[src/include/xtc_pkg.sv]
// ****************************************
// Package for the crystal trim and clock output block
// ****************************************
package xtc_pkg;

    // ****************************************
    // Register offsets
    // ****************************************
    // Offsets 0x03, 0x13, 0x61 are not multiples of four, so each
    // offset is an index and the byte address is four times it
    localparam logic [7:0] IDX_CLK_MODE = 8'h02;
    localparam logic [7:0] IDX_TRIM_MODE = 8'h03;
    localparam logic [7:0] IDX_DIV_LOW = 8'h13;
    localparam logic [7:0] IDX_DIV_MID = 8'h14;
    localparam logic [7:0] IDX_DIV_HIGH = 8'h15;
    localparam logic [7:0] IDX_TRIM_COARSE = 8'h61;
    localparam logic [7:0] IDX_TRIM_FINE = 8'h62;
    // Status and run-mode control, placed in otherwise unused indices
    localparam logic [7:0] IDX_RUN_CTRL = 8'h70;
    localparam logic [7:0] IDX_STATUS = 8'h71;

    // ****************************************
    // Field positions and widths
    // ****************************************
    localparam int CLK_EN_BIT = 6;
    localparam int TRIM_EN_BIT = 4;
    localparam int COARSE_W = 5;
    localparam int FINE_W = 4;
    localparam int DIV_W = 20;
    localparam int HIGH_W = 4;
    localparam int RUN_BIT = 0;

    // ****************************************
    // Reset values
    // ****************************************
    localparam logic [7:0] RST_CLK_MODE = 8'h40;
    localparam logic [7:0] RST_TRIM_MODE = 8'h00;
    localparam logic [7:0] RST_DIV_LOW = 8'h07;
    localparam logic [7:0] RST_DIV_MID = 8'h00;
    localparam logic [3:0] RST_DIV_HIGH = 4'h0;
    localparam logic [4:0] RST_COARSE = 5'h10;
    localparam logic [3:0] RST_FINE = 4'h0;

    // ****************************************
    // AXI4-Lite response codes
    // ****************************************
    localparam logic [1:0] RESP_OKAY = 2'h0;
    localparam logic [1:0] RESP_SLVERR = 2'h2;

    // Trim switch bundle driven onto the capacitor banks
    typedef struct packed {
        logic [4:0] coarse;
        logic [3:0] fine;
    } xtc_switch_type;

endpackage

[src/hdl/xtc_trim_clkout.sv]
// The AXI4-Lite slave port was chosen for this implementation.
`timescale 1ns/1ps
// ****************************************
// Crystal trim switch control and divided clock output
// ****************************************
// Operation
// - Sleep opens every trim switch unless trim is enabled
// - Leaving sleep loads stored trim bits
// - Run-mode trim writes apply only if enabled
// - Trim enable is bit 4 at 0x03
// - Trim enable keeps capacitors during sleep
// - Coarse trim at 0x61, reset 0x10
// - Fine trim at 0x62, reset zero
// - Clock output enable is bit 6 at 0x02
// - Twenty-bit counter then divide-by-two toggle
// - Output is clock over twice factor
// - Factor low and mid bytes at 0x13/0x14
// - Factor top nibble at 0x15
// - After reset clock output runs, factor 7
module xtc_trim_clkout
    import xtc_pkg::*;
(
    // Clock and reset
    input wire logic aclk,
    input wire logic aresetn,
    // AXI4-Lite write address
    input wire logic [31:0] s_axi_awaddr,
    input wire logic s_axi_awvalid,
    output logic s_axi_awready,
    // AXI4-Lite write data
    input wire logic [31:0] s_axi_wdata,
    input wire logic [3:0] s_axi_wstrb,
    input wire logic s_axi_wvalid,
    output logic s_axi_wready,
    // AXI4-Lite write response
    output logic [1:0] s_axi_bresp,
    output logic s_axi_bvalid,
    input wire logic s_axi_bready,
    // AXI4-Lite read address
    input wire logic [31:0] s_axi_araddr,
    input wire logic s_axi_arvalid,
    output logic s_axi_arready,
    // AXI4-Lite read data
    output logic [31:0] s_axi_rdata,
    output logic [1:0] s_axi_rresp,
    output logic s_axi_rvalid,
    input wire logic s_axi_rready,
    // Trim capacitor switches, high closes a switch
    output xtc_switch_type trim_switch,
    // Divided clock pin
    output logic divided_clock_pin
);

    // ****************************************
    // Local state
    // ****************************************
    logic [7:0] clock_output_mode_control_reg; // Clock output mode
    logic [7:0] trim_mode_control_reg; // Trim enable lives here
    logic [7:0] out_divider_low_byte_reg; // Factor bits 7:0
    logic [7:0] out_divider_mid_byte_reg; // Factor bits 15:8
    logic [3:0] out_divider_high_nibble_reg; // Factor bits 19:16
    logic [4:0] crystal_trim_coarse_reg; // Stored coarse bits
    logic [3:0] crystal_trim_fine_reg; // Stored fine bits
    logic run_mode_reg; // High in run, low in sleep
    logic run_mode_d_reg; // Previous run flag for edge
    xtc_switch_type trim_switch_reg; // Active switch pattern
    logic [DIV_W-1:0] div_count_reg; // Division counter
    logic clk_toggle_reg; // Divide-by-two stage
    // Bus capture
    logic aw_held_reg; // Write address captured
    logic w_held_reg; // Write data captured
    // Readies are registered so every port leaves straight from a flop
    logic aw_ready_reg; // Address channel free
    logic w_ready_reg; // Data channel free
    logic ar_ready_reg; // Read address channel free
    logic [31:0] awaddr_reg; // Captured write address
    logic [31:0] wdata_reg; // Captured write data
    logic [3:0] wstrb_reg; // Captured byte enables
    logic bvalid_reg; // Write response pending
    logic [1:0] bresp_reg; // Write response code
    logic rvalid_reg; // Read response pending
    logic [1:0] rresp_reg; // Read response code
    logic [31:0] rdata_reg; // Read data
    logic do_write; // One-cycle write commit
    logic [DIV_W-1:0] div_factor; // Assembled factor
    logic trim_en; // Trim enable bit
    logic clk_en; // Clock output enable bit

    // ****************************************
    // Helpers
    // ****************************************
    // Word address to register index; the check on bits 31:10 in addr_valid rejects aliases
    function automatic logic [7:0] reg_index(input logic [31:0] addr);
        reg_index = addr[9:2];
    endfunction

    function automatic logic addr_valid(input logic [31:0] addr);
        logic [7:0] idx;
        idx = addr[9:2];
        addr_valid = (addr[31:10] == 22'h0) && (addr[1:0] == 2'h0) &&
            (idx == IDX_CLK_MODE || idx == IDX_TRIM_MODE || idx == IDX_DIV_LOW ||
             idx == IDX_DIV_MID || idx == IDX_DIV_HIGH || idx == IDX_TRIM_COARSE ||
             idx == IDX_TRIM_FINE || idx == IDX_RUN_CTRL || idx == IDX_STATUS);
    endfunction

    assign trim_en = trim_mode_control_reg[TRIM_EN_BIT];
    assign clk_en = clock_output_mode_control_reg[CLK_EN_BIT];
    assign div_factor = {out_divider_high_nibble_reg, out_divider_mid_byte_reg,
        out_divider_low_byte_reg};
    assign do_write = aw_held_reg && w_held_reg && !bvalid_reg;

    // ****************************************
    // Write channel
    // ****************************************
    // Address and data taken in either order, response after both
    always_ff @(posedge aclk)
    begin
        if (!aresetn)
        begin
            aw_held_reg <= 1'b0;
            w_held_reg <= 1'b0;
            awaddr_reg <= 32'h0;
            wdata_reg <= 32'h0;
            wstrb_reg <= 4'h0;
            bvalid_reg <= 1'b0;
            bresp_reg <= RESP_OKAY;
            aw_ready_reg <= 1'b1;
            w_ready_reg <= 1'b1;
        end
        else
        begin
            // Capture address when free
            if (s_axi_awvalid && !aw_held_reg)
            begin
                aw_held_reg <= 1'b1;
                aw_ready_reg <= 1'b0;
                awaddr_reg <= s_axi_awaddr;
            end
            // Capture data when free
            if (s_axi_wvalid && !w_held_reg)
            begin
                w_held_reg <= 1'b1;
                w_ready_reg <= 1'b0;
                wdata_reg <= s_axi_wdata;
                wstrb_reg <= s_axi_wstrb;
            end
            // Commit and answer
            if (do_write)
            begin
                aw_held_reg <= 1'b0;
                w_held_reg <= 1'b0;
                aw_ready_reg <= 1'b1;
                w_ready_reg <= 1'b1;
                bvalid_reg <= 1'b1;
                // Status index is read-only, so a write there is refused
                bresp_reg <= (addr_valid(awaddr_reg) && reg_index(awaddr_reg) != IDX_STATUS)
                    ? RESP_OKAY : RESP_SLVERR;
            end
            else if (bvalid_reg && s_axi_bready)
            begin
                bvalid_reg <= 1'b0;
            end
        end
    end

    assign s_axi_awready = aw_ready_reg;
    assign s_axi_wready = w_ready_reg;
    assign s_axi_bvalid = bvalid_reg;
    assign s_axi_bresp = bresp_reg;

    // ****************************************
    // Configuration registers
    // ****************************************
    // Only byte lane 0 carries data; other lanes are ignored
    always_ff @(posedge aclk)
    begin
        if (!aresetn)
        begin
            clock_output_mode_control_reg <= RST_CLK_MODE;
            trim_mode_control_reg <= RST_TRIM_MODE;
            out_divider_low_byte_reg <= RST_DIV_LOW;
            out_divider_mid_byte_reg <= RST_DIV_MID;
            out_divider_high_nibble_reg <= RST_DIV_HIGH;
            crystal_trim_coarse_reg <= RST_COARSE;
            crystal_trim_fine_reg <= RST_FINE;
            run_mode_reg <= 1'b0;
        end
        // Refused addresses store nothing, else a misaligned alias would land
        else if (do_write && wstrb_reg[0] && addr_valid(awaddr_reg))
        begin
            unique case (reg_index(awaddr_reg))
                IDX_CLK_MODE: clock_output_mode_control_reg <= wdata_reg[7:0];
                IDX_TRIM_MODE: trim_mode_control_reg <= wdata_reg[7:0];
                IDX_DIV_LOW: out_divider_low_byte_reg <= wdata_reg[7:0];
                IDX_DIV_MID: out_divider_mid_byte_reg <= wdata_reg[7:0];
                IDX_DIV_HIGH: out_divider_high_nibble_reg <= wdata_reg[HIGH_W-1:0];
                IDX_TRIM_COARSE: crystal_trim_coarse_reg <= wdata_reg[COARSE_W-1:0];
                IDX_TRIM_FINE: crystal_trim_fine_reg <= wdata_reg[FINE_W-1:0];
                // Mode selection stands in for the master control unit
                IDX_RUN_CTRL: run_mode_reg <= wdata_reg[RUN_BIT];
                default: ;
            endcase
        end
    end

    // ****************************************
    // Read channel
    // ****************************************
    // Configuration is write-only and reads zero except run control, which reads its flag; status shows state
    always_ff @(posedge aclk)
    begin
        if (!aresetn)
        begin
            rvalid_reg <= 1'b0;
            rresp_reg <= RESP_OKAY;
            ar_ready_reg <= 1'b1;
            rdata_reg <= 32'h0;
        end
        else if (!rvalid_reg && s_axi_arvalid)
        begin
            rvalid_reg <= 1'b1;
            ar_ready_reg <= 1'b0;
            rresp_reg <= addr_valid(s_axi_araddr) ? RESP_OKAY : RESP_SLVERR;
            if (addr_valid(s_axi_araddr) && reg_index(s_axi_araddr) == IDX_STATUS)
            begin
                // Active switches, output level and run flag
                rdata_reg <= {21'h0, trim_switch_reg, clk_toggle_reg, run_mode_reg};
            end
            else if (addr_valid(s_axi_araddr) && reg_index(s_axi_araddr) == IDX_RUN_CTRL)
            begin
                rdata_reg <= {31'h0, run_mode_reg};
            end
            else
            begin
                rdata_reg <= 32'h0;
            end
        end
        else if (rvalid_reg && s_axi_rready)
        begin
            rvalid_reg <= 1'b0;
            ar_ready_reg <= 1'b1;
        end
    end

    assign s_axi_arready = ar_ready_reg;
    assign s_axi_rvalid = rvalid_reg;
    assign s_axi_rdata = rdata_reg;
    assign s_axi_rresp = rresp_reg;

    // ****************************************
    // Trim switch control
    // ****************************************
    // Active pattern is held apart from the stored bits so run-mode
    // writes stay invisible until trimming is enabled
    always_ff @(posedge aclk)
    begin
        if (!aresetn)
        begin
            run_mode_d_reg <= 1'b0;
            trim_switch_reg <= '0;
        end
        else
        begin
            run_mode_d_reg <= run_mode_reg;
            if (!run_mode_reg)
            begin
                if (!trim_en)
                begin
                    trim_switch_reg <= '0;
                end
            end
            else if (!run_mode_d_reg || trim_en)
            begin
                // sample stored bits on leaving sleep
                trim_switch_reg <= '{coarse: crystal_trim_coarse_reg,
                    fine: crystal_trim_fine_reg};
            end
        end
    end

    assign trim_switch = trim_switch_reg;

    // ****************************************
    // Clock output divider
    // ****************************************
    // Counting down to one avoids a compare against the live factor,
    // so a new factor only lands at the reload
    always_ff @(posedge aclk)
    begin
        if (!aresetn)
        begin
            div_count_reg <= DIV_W'(RST_DIV_LOW);
            clk_toggle_reg <= 1'b0;
        end
        else if (!clk_en)
        begin
            div_count_reg <= div_factor;
            clk_toggle_reg <= 1'b0;
        end
        else if (div_count_reg == DIV_W'(1))
        begin
            // zero factor wraps to 2^20 counts
            div_count_reg <= div_factor;
            clk_toggle_reg <= !clk_toggle_reg;
        end
        else
        begin
            div_count_reg <= div_count_reg - DIV_W'(1);
        end
    end

    assign divided_clock_pin = clk_toggle_reg;

endmodule // xtc_trim_clkout

[config.mk]
export PLATFORM = sky130hd
export DESIGN_NAME = xtc_trim_clkout
export DESIGN_NICKNAME = d
export VERILOG_FILES = /design/src/include/xtc_pkg.sv /design/src/hdl/xtc_trim_clkout.sv
export SDC_FILE = /design/constraint.sdc
export NUM_CORES = 1
export LEC_CHECK = 0
export BUFFER_PORTS_ARGS = -buffer_cell sky130_fd_sc_hd__buf_2
export CORE_MARGIN = 2
export CORE_UTILIZATION = 50
export CTS_BUF_LIST = sky130_fd_sc_hd__clkbuf_4
export DETAILED_ROUTE_END_ITERATION = 7
export PLACE_DENSITY = 0.78
export SLEW_MARGIN = 30
export SYNTH_ARGS = -nofsm -noshare
export SYNTH_HDL_FRONTEND = slang
export SYNTH_SLANG_ARGS = --single-unit
export TNS_END_PERCENT = 20
[constraint.sdc]
create_clock -name aclk -period 3 [get_ports aclk]
set_input_delay 0 -clock aclk [delete_from_list [all_inputs] [get_ports aclk]]
set_output_delay 0 -clock aclk [all_outputs]
set_load 0.03 [all_outputs]
==> out/summary.txt <==
Max Buffers Root-to-Sink: 2
endpoints failing hold: 0
unrepaired setup endpoints after global routing: no
largest fanout on the critical path: 2
global route overflow: 0
Die Wd: 107 um
RePlAce Congestion: 0.879
top cell type by total area after synthesis: dfxtp_1
Worst Path Required: 3.40 ns
Area Growth Syn to Fin: 28.5%
Starting Density: 0.511
ys async rst share: 0
WL/cell: 13.9 um
Slew Limit Headroom: 0.490
Synth Area in Adders: 0.00476
Crit path largest cell delay: 0.58 ns
Filler Cell Count: 804
vias: 4794
multi-input logic area: 0.00256 mm2
antenna cells: 0
clk_lat worst skew: 0.52 ns
post-detailed-route count of antenna-violating nets: 0
post-route cell area: 0.00675 mm2
Pins Over Slew Limit: 0
Hold Startpoint: s_axi_araddr[2]
Synth Area in Compound Gates: 0.128
Pre-antenna DRT Iters: 4
std cell rows: 37
# setup viols final: 0
Tcrit/Tclk final: 0.784
area share of the largest cell type after synthesis: 0.472
nets@finish: 873
RR Startpoint: div_count_reg[6]$_SDFF_PN0_
die area: 0.0113 mm2
maxcap violations: 0
Post-Synthesis Cell Area: 0.00526 mm2
CTS clk-pin slew, worst paths: 0.12 ns
Fin Setup TNS: 0 ns
Worst R2R End: div_count_reg[16]$_SDFF_PN0_
Synth Area in Simple Gates: 0.245
Synth area leaders: dfxtp_1 47%, nand2_1 9.2%, mux2i_1 6.1%, a21oi_1 5.0%, nor2_1 3.5%
core area: 0.0103 mm2
CTS tree: done
Worst Tran Pin Value: 0.765 ns
slowest CP cell: dlygate4sd3_1
HP Class: input pin to flop
Die Y: 107 um
initial antenna violation count: 0
YS warnings: 0
sequential cell area fraction in the yosys report: 0.472
Top FF cell, synth: dfxtp_1
Num CTS Buffers: 17
CP Launch Type: input pin
Fmax: 425 MHz
Worst VDD drop: 373 uV
gr usage total: 0.232
CP dominant cell by count: dlygate4sd3_1
final WL: 12700 um
critical path cell sequence: dlygate4sd3_1 -> buf_2 -> nor4_2 -> nand3_1 -> dlygate4sd3_1 -> nor2_2 -> dlygate4sd3_1 -> a21oi_1 -> dlygate4sd3_1
worst reg2reg path depth: 5
mux contribution to synthesized area: 0.0609
layout cells sized above 1: 0.218
Leak Pwr: 0.00274 uW
synthesized instance count: 604
Mean Syn Cell Area: 8.70 um2
crit end category: flop
CTS H-tree depth: 4
root buf cell: clkbuf_4
Min Hold Slack: 0.229 ns
I/O Pins: 158
I/O Buffers: 107
vias in the first global route: 4721
Final Util: 0.657
Clock Skews: 0.0281 ns
register area: 0.00248 mm2
clock sink count: 124
DPL Wire Length: 8420 um
Worst EP arrival: 2.75 ns
hold-critical path depth: 4
Tmin final: 2.35 ns
PwrDens: 520 mW/mm2
max reg flops: 32
DRT iter0 DRCs: 232
top cells by instance count after synthesis: 129 x nand2_1, 124 x dfxtp_1, 53 x a21oi_1, 49 x nor2_1, 32 x mux2i_1
R2R setup slack: 0.65 ns
EDFF count, synth: 0
vias per cell: 5.25
#FFs+latches synth: 124
status: finished, final reports clean
most common cell in the netlist: nand2_1
WHS Endpoint: s_axi_rdata[7]$_SDFFE_PN0P_
first-pass GRT wire length: 21200 um
Placed Area: 0.00584 mm2
crit path kind: input pin to flop
post-synthesis xor/xnor area fraction: 0.0267
DRC viols: 0
largest family of logic cells by synthesized area: simple AND/OR/NAND/NOR gates
largest net degree at the start of global routing: 76
Yosys cell types: 49
-- critical path: cells and delay by family --
family | cells | cell delay, ns
and+or+nand+nor | 3 | 0.34
AOI/OAI and AO/OA | 1 | 0.06
buffers and inverters | 5 | 2.36
-- stage by stage --
stage | instances | setup WS, ns | total power [uW]
final | 913 | 0.649 | 3510
after CTS | 913 | 0.0983 | 3510
after floorplan | 626 | 0.858 | 2030
after detailed placement | 824 | 0.674 | 2120
after global routing | 913 | 0.470 | 3650
after global placement | 824 | 0.797 | 2110
-- where the power goes --
group	leakage [uW]	internal [uW]	switching, uW
clock	0.000175	690	670
sequential	0.00101	1700	50.5
combinational	0.00156	170	231
total	0.00274	2560	951
-- cell usage in the layout, fill, tap and decap left out, drive strengths merged, types with 2 or more instances in the layout --
master / n
clkbuf: 18
or4: 3
nor2: 49
ha: 2
a31oi: 2
conb: 23
nand2: 129
nand2b: 6
o41ai: 2
a211oi: 6
clkinv: 2
o211ai: 4
nor4: 23
and2: 2
a22o: 10
xnor2: 9
buf: 117
inv: 14
o22ai: 2
bufinv: 4
a311oi: 2
o21ai: 17
or3: 2
dlygate4sd3: 56
nand3: 11
nand4: 5
nor2b: 7
mux2i: 32
xor2: 7
clkinvlp: 2
dfxtp: 124
nor3: 12
a21oi: 53
a22oi: 9
-- how the worst max path moves through the flow --
stage                                start                                       end  slack, ns
2_1_floorplan    s_axi_bvalid$_SDFFE_PN0P_  out_divider_mid_byte_reg[0]$_SDFFE_PN0P_       0.86
3_3_place_gp   div_count_reg[6]$_SDFF_PN0_              div_count_reg[16]$_SDFF_PN0_       0.80
3_5_place_dp   div_count_reg[6]$_SDFF_PN0_              div_count_reg[16]$_SDFF_PN0_       0.67
4_1_cts                   s_axi_araddr[22]               s_axi_rresp[1]$_SDFFE_PN0P_        0.1
5_1_grt        div_count_reg[6]$_SDFF_PN0_              div_count_reg[16]$_SDFF_PN0_       0.47
6_report                  s_axi_araddr[22]               s_axi_rresp[1]$_SDFFE_PN0P_       0.65
-- routing by layer --
| layer | up-vias | global-route usage | share of wire |
|---|---|---|---|
| li1 | 2374 | - | - |
| met1 | 2252 | 0.268 | 0.42 |
| met2 | 141 | 0.410 | 0.51 |
| met3 | 27 | 0.0552 | 0.052 |
| met4 | 0 | 0.0974 | 0.021 |
| met5 | - | 0 | 0 |
-- final cells by class --
class                      instances  share of cell area
inverter                           8             0.00445
clock inverter                    14              0.0304
clock buffer                      18              0.0200
sequential                       124               0.368
multi-input combinational        440               0.379
timing repair buffer             173               0.173
tap                              136              0.0252
-- cell families (layout without fill, tap and decap cells) --
| kind of cell | after synthesis | after routing |
|---|---|---|
| AOI/OAI and AO/OA | 111 | 111 |
| xor gates and xnor gates | 16 | 16 |
| adders and majority gates | 2 | 2 |
| buffers and inverters | 62 | 213 |
| DFF | 124 | 124 |
| muxes | 32 | 32 |
| other | 1 | 23 |
| and+or+nand+nor | 256 | 256 |
-- what timing repair did --
item | CTS | global route
gates resized for setup | 0 | 2
endpoints found under the setup margin | 0 | 1
hold buffers | 57 | 0
setup buffers | 0 | 1
endpoints found under the hold margin | 56 | 0
Power figures use the tool's default switching activity.
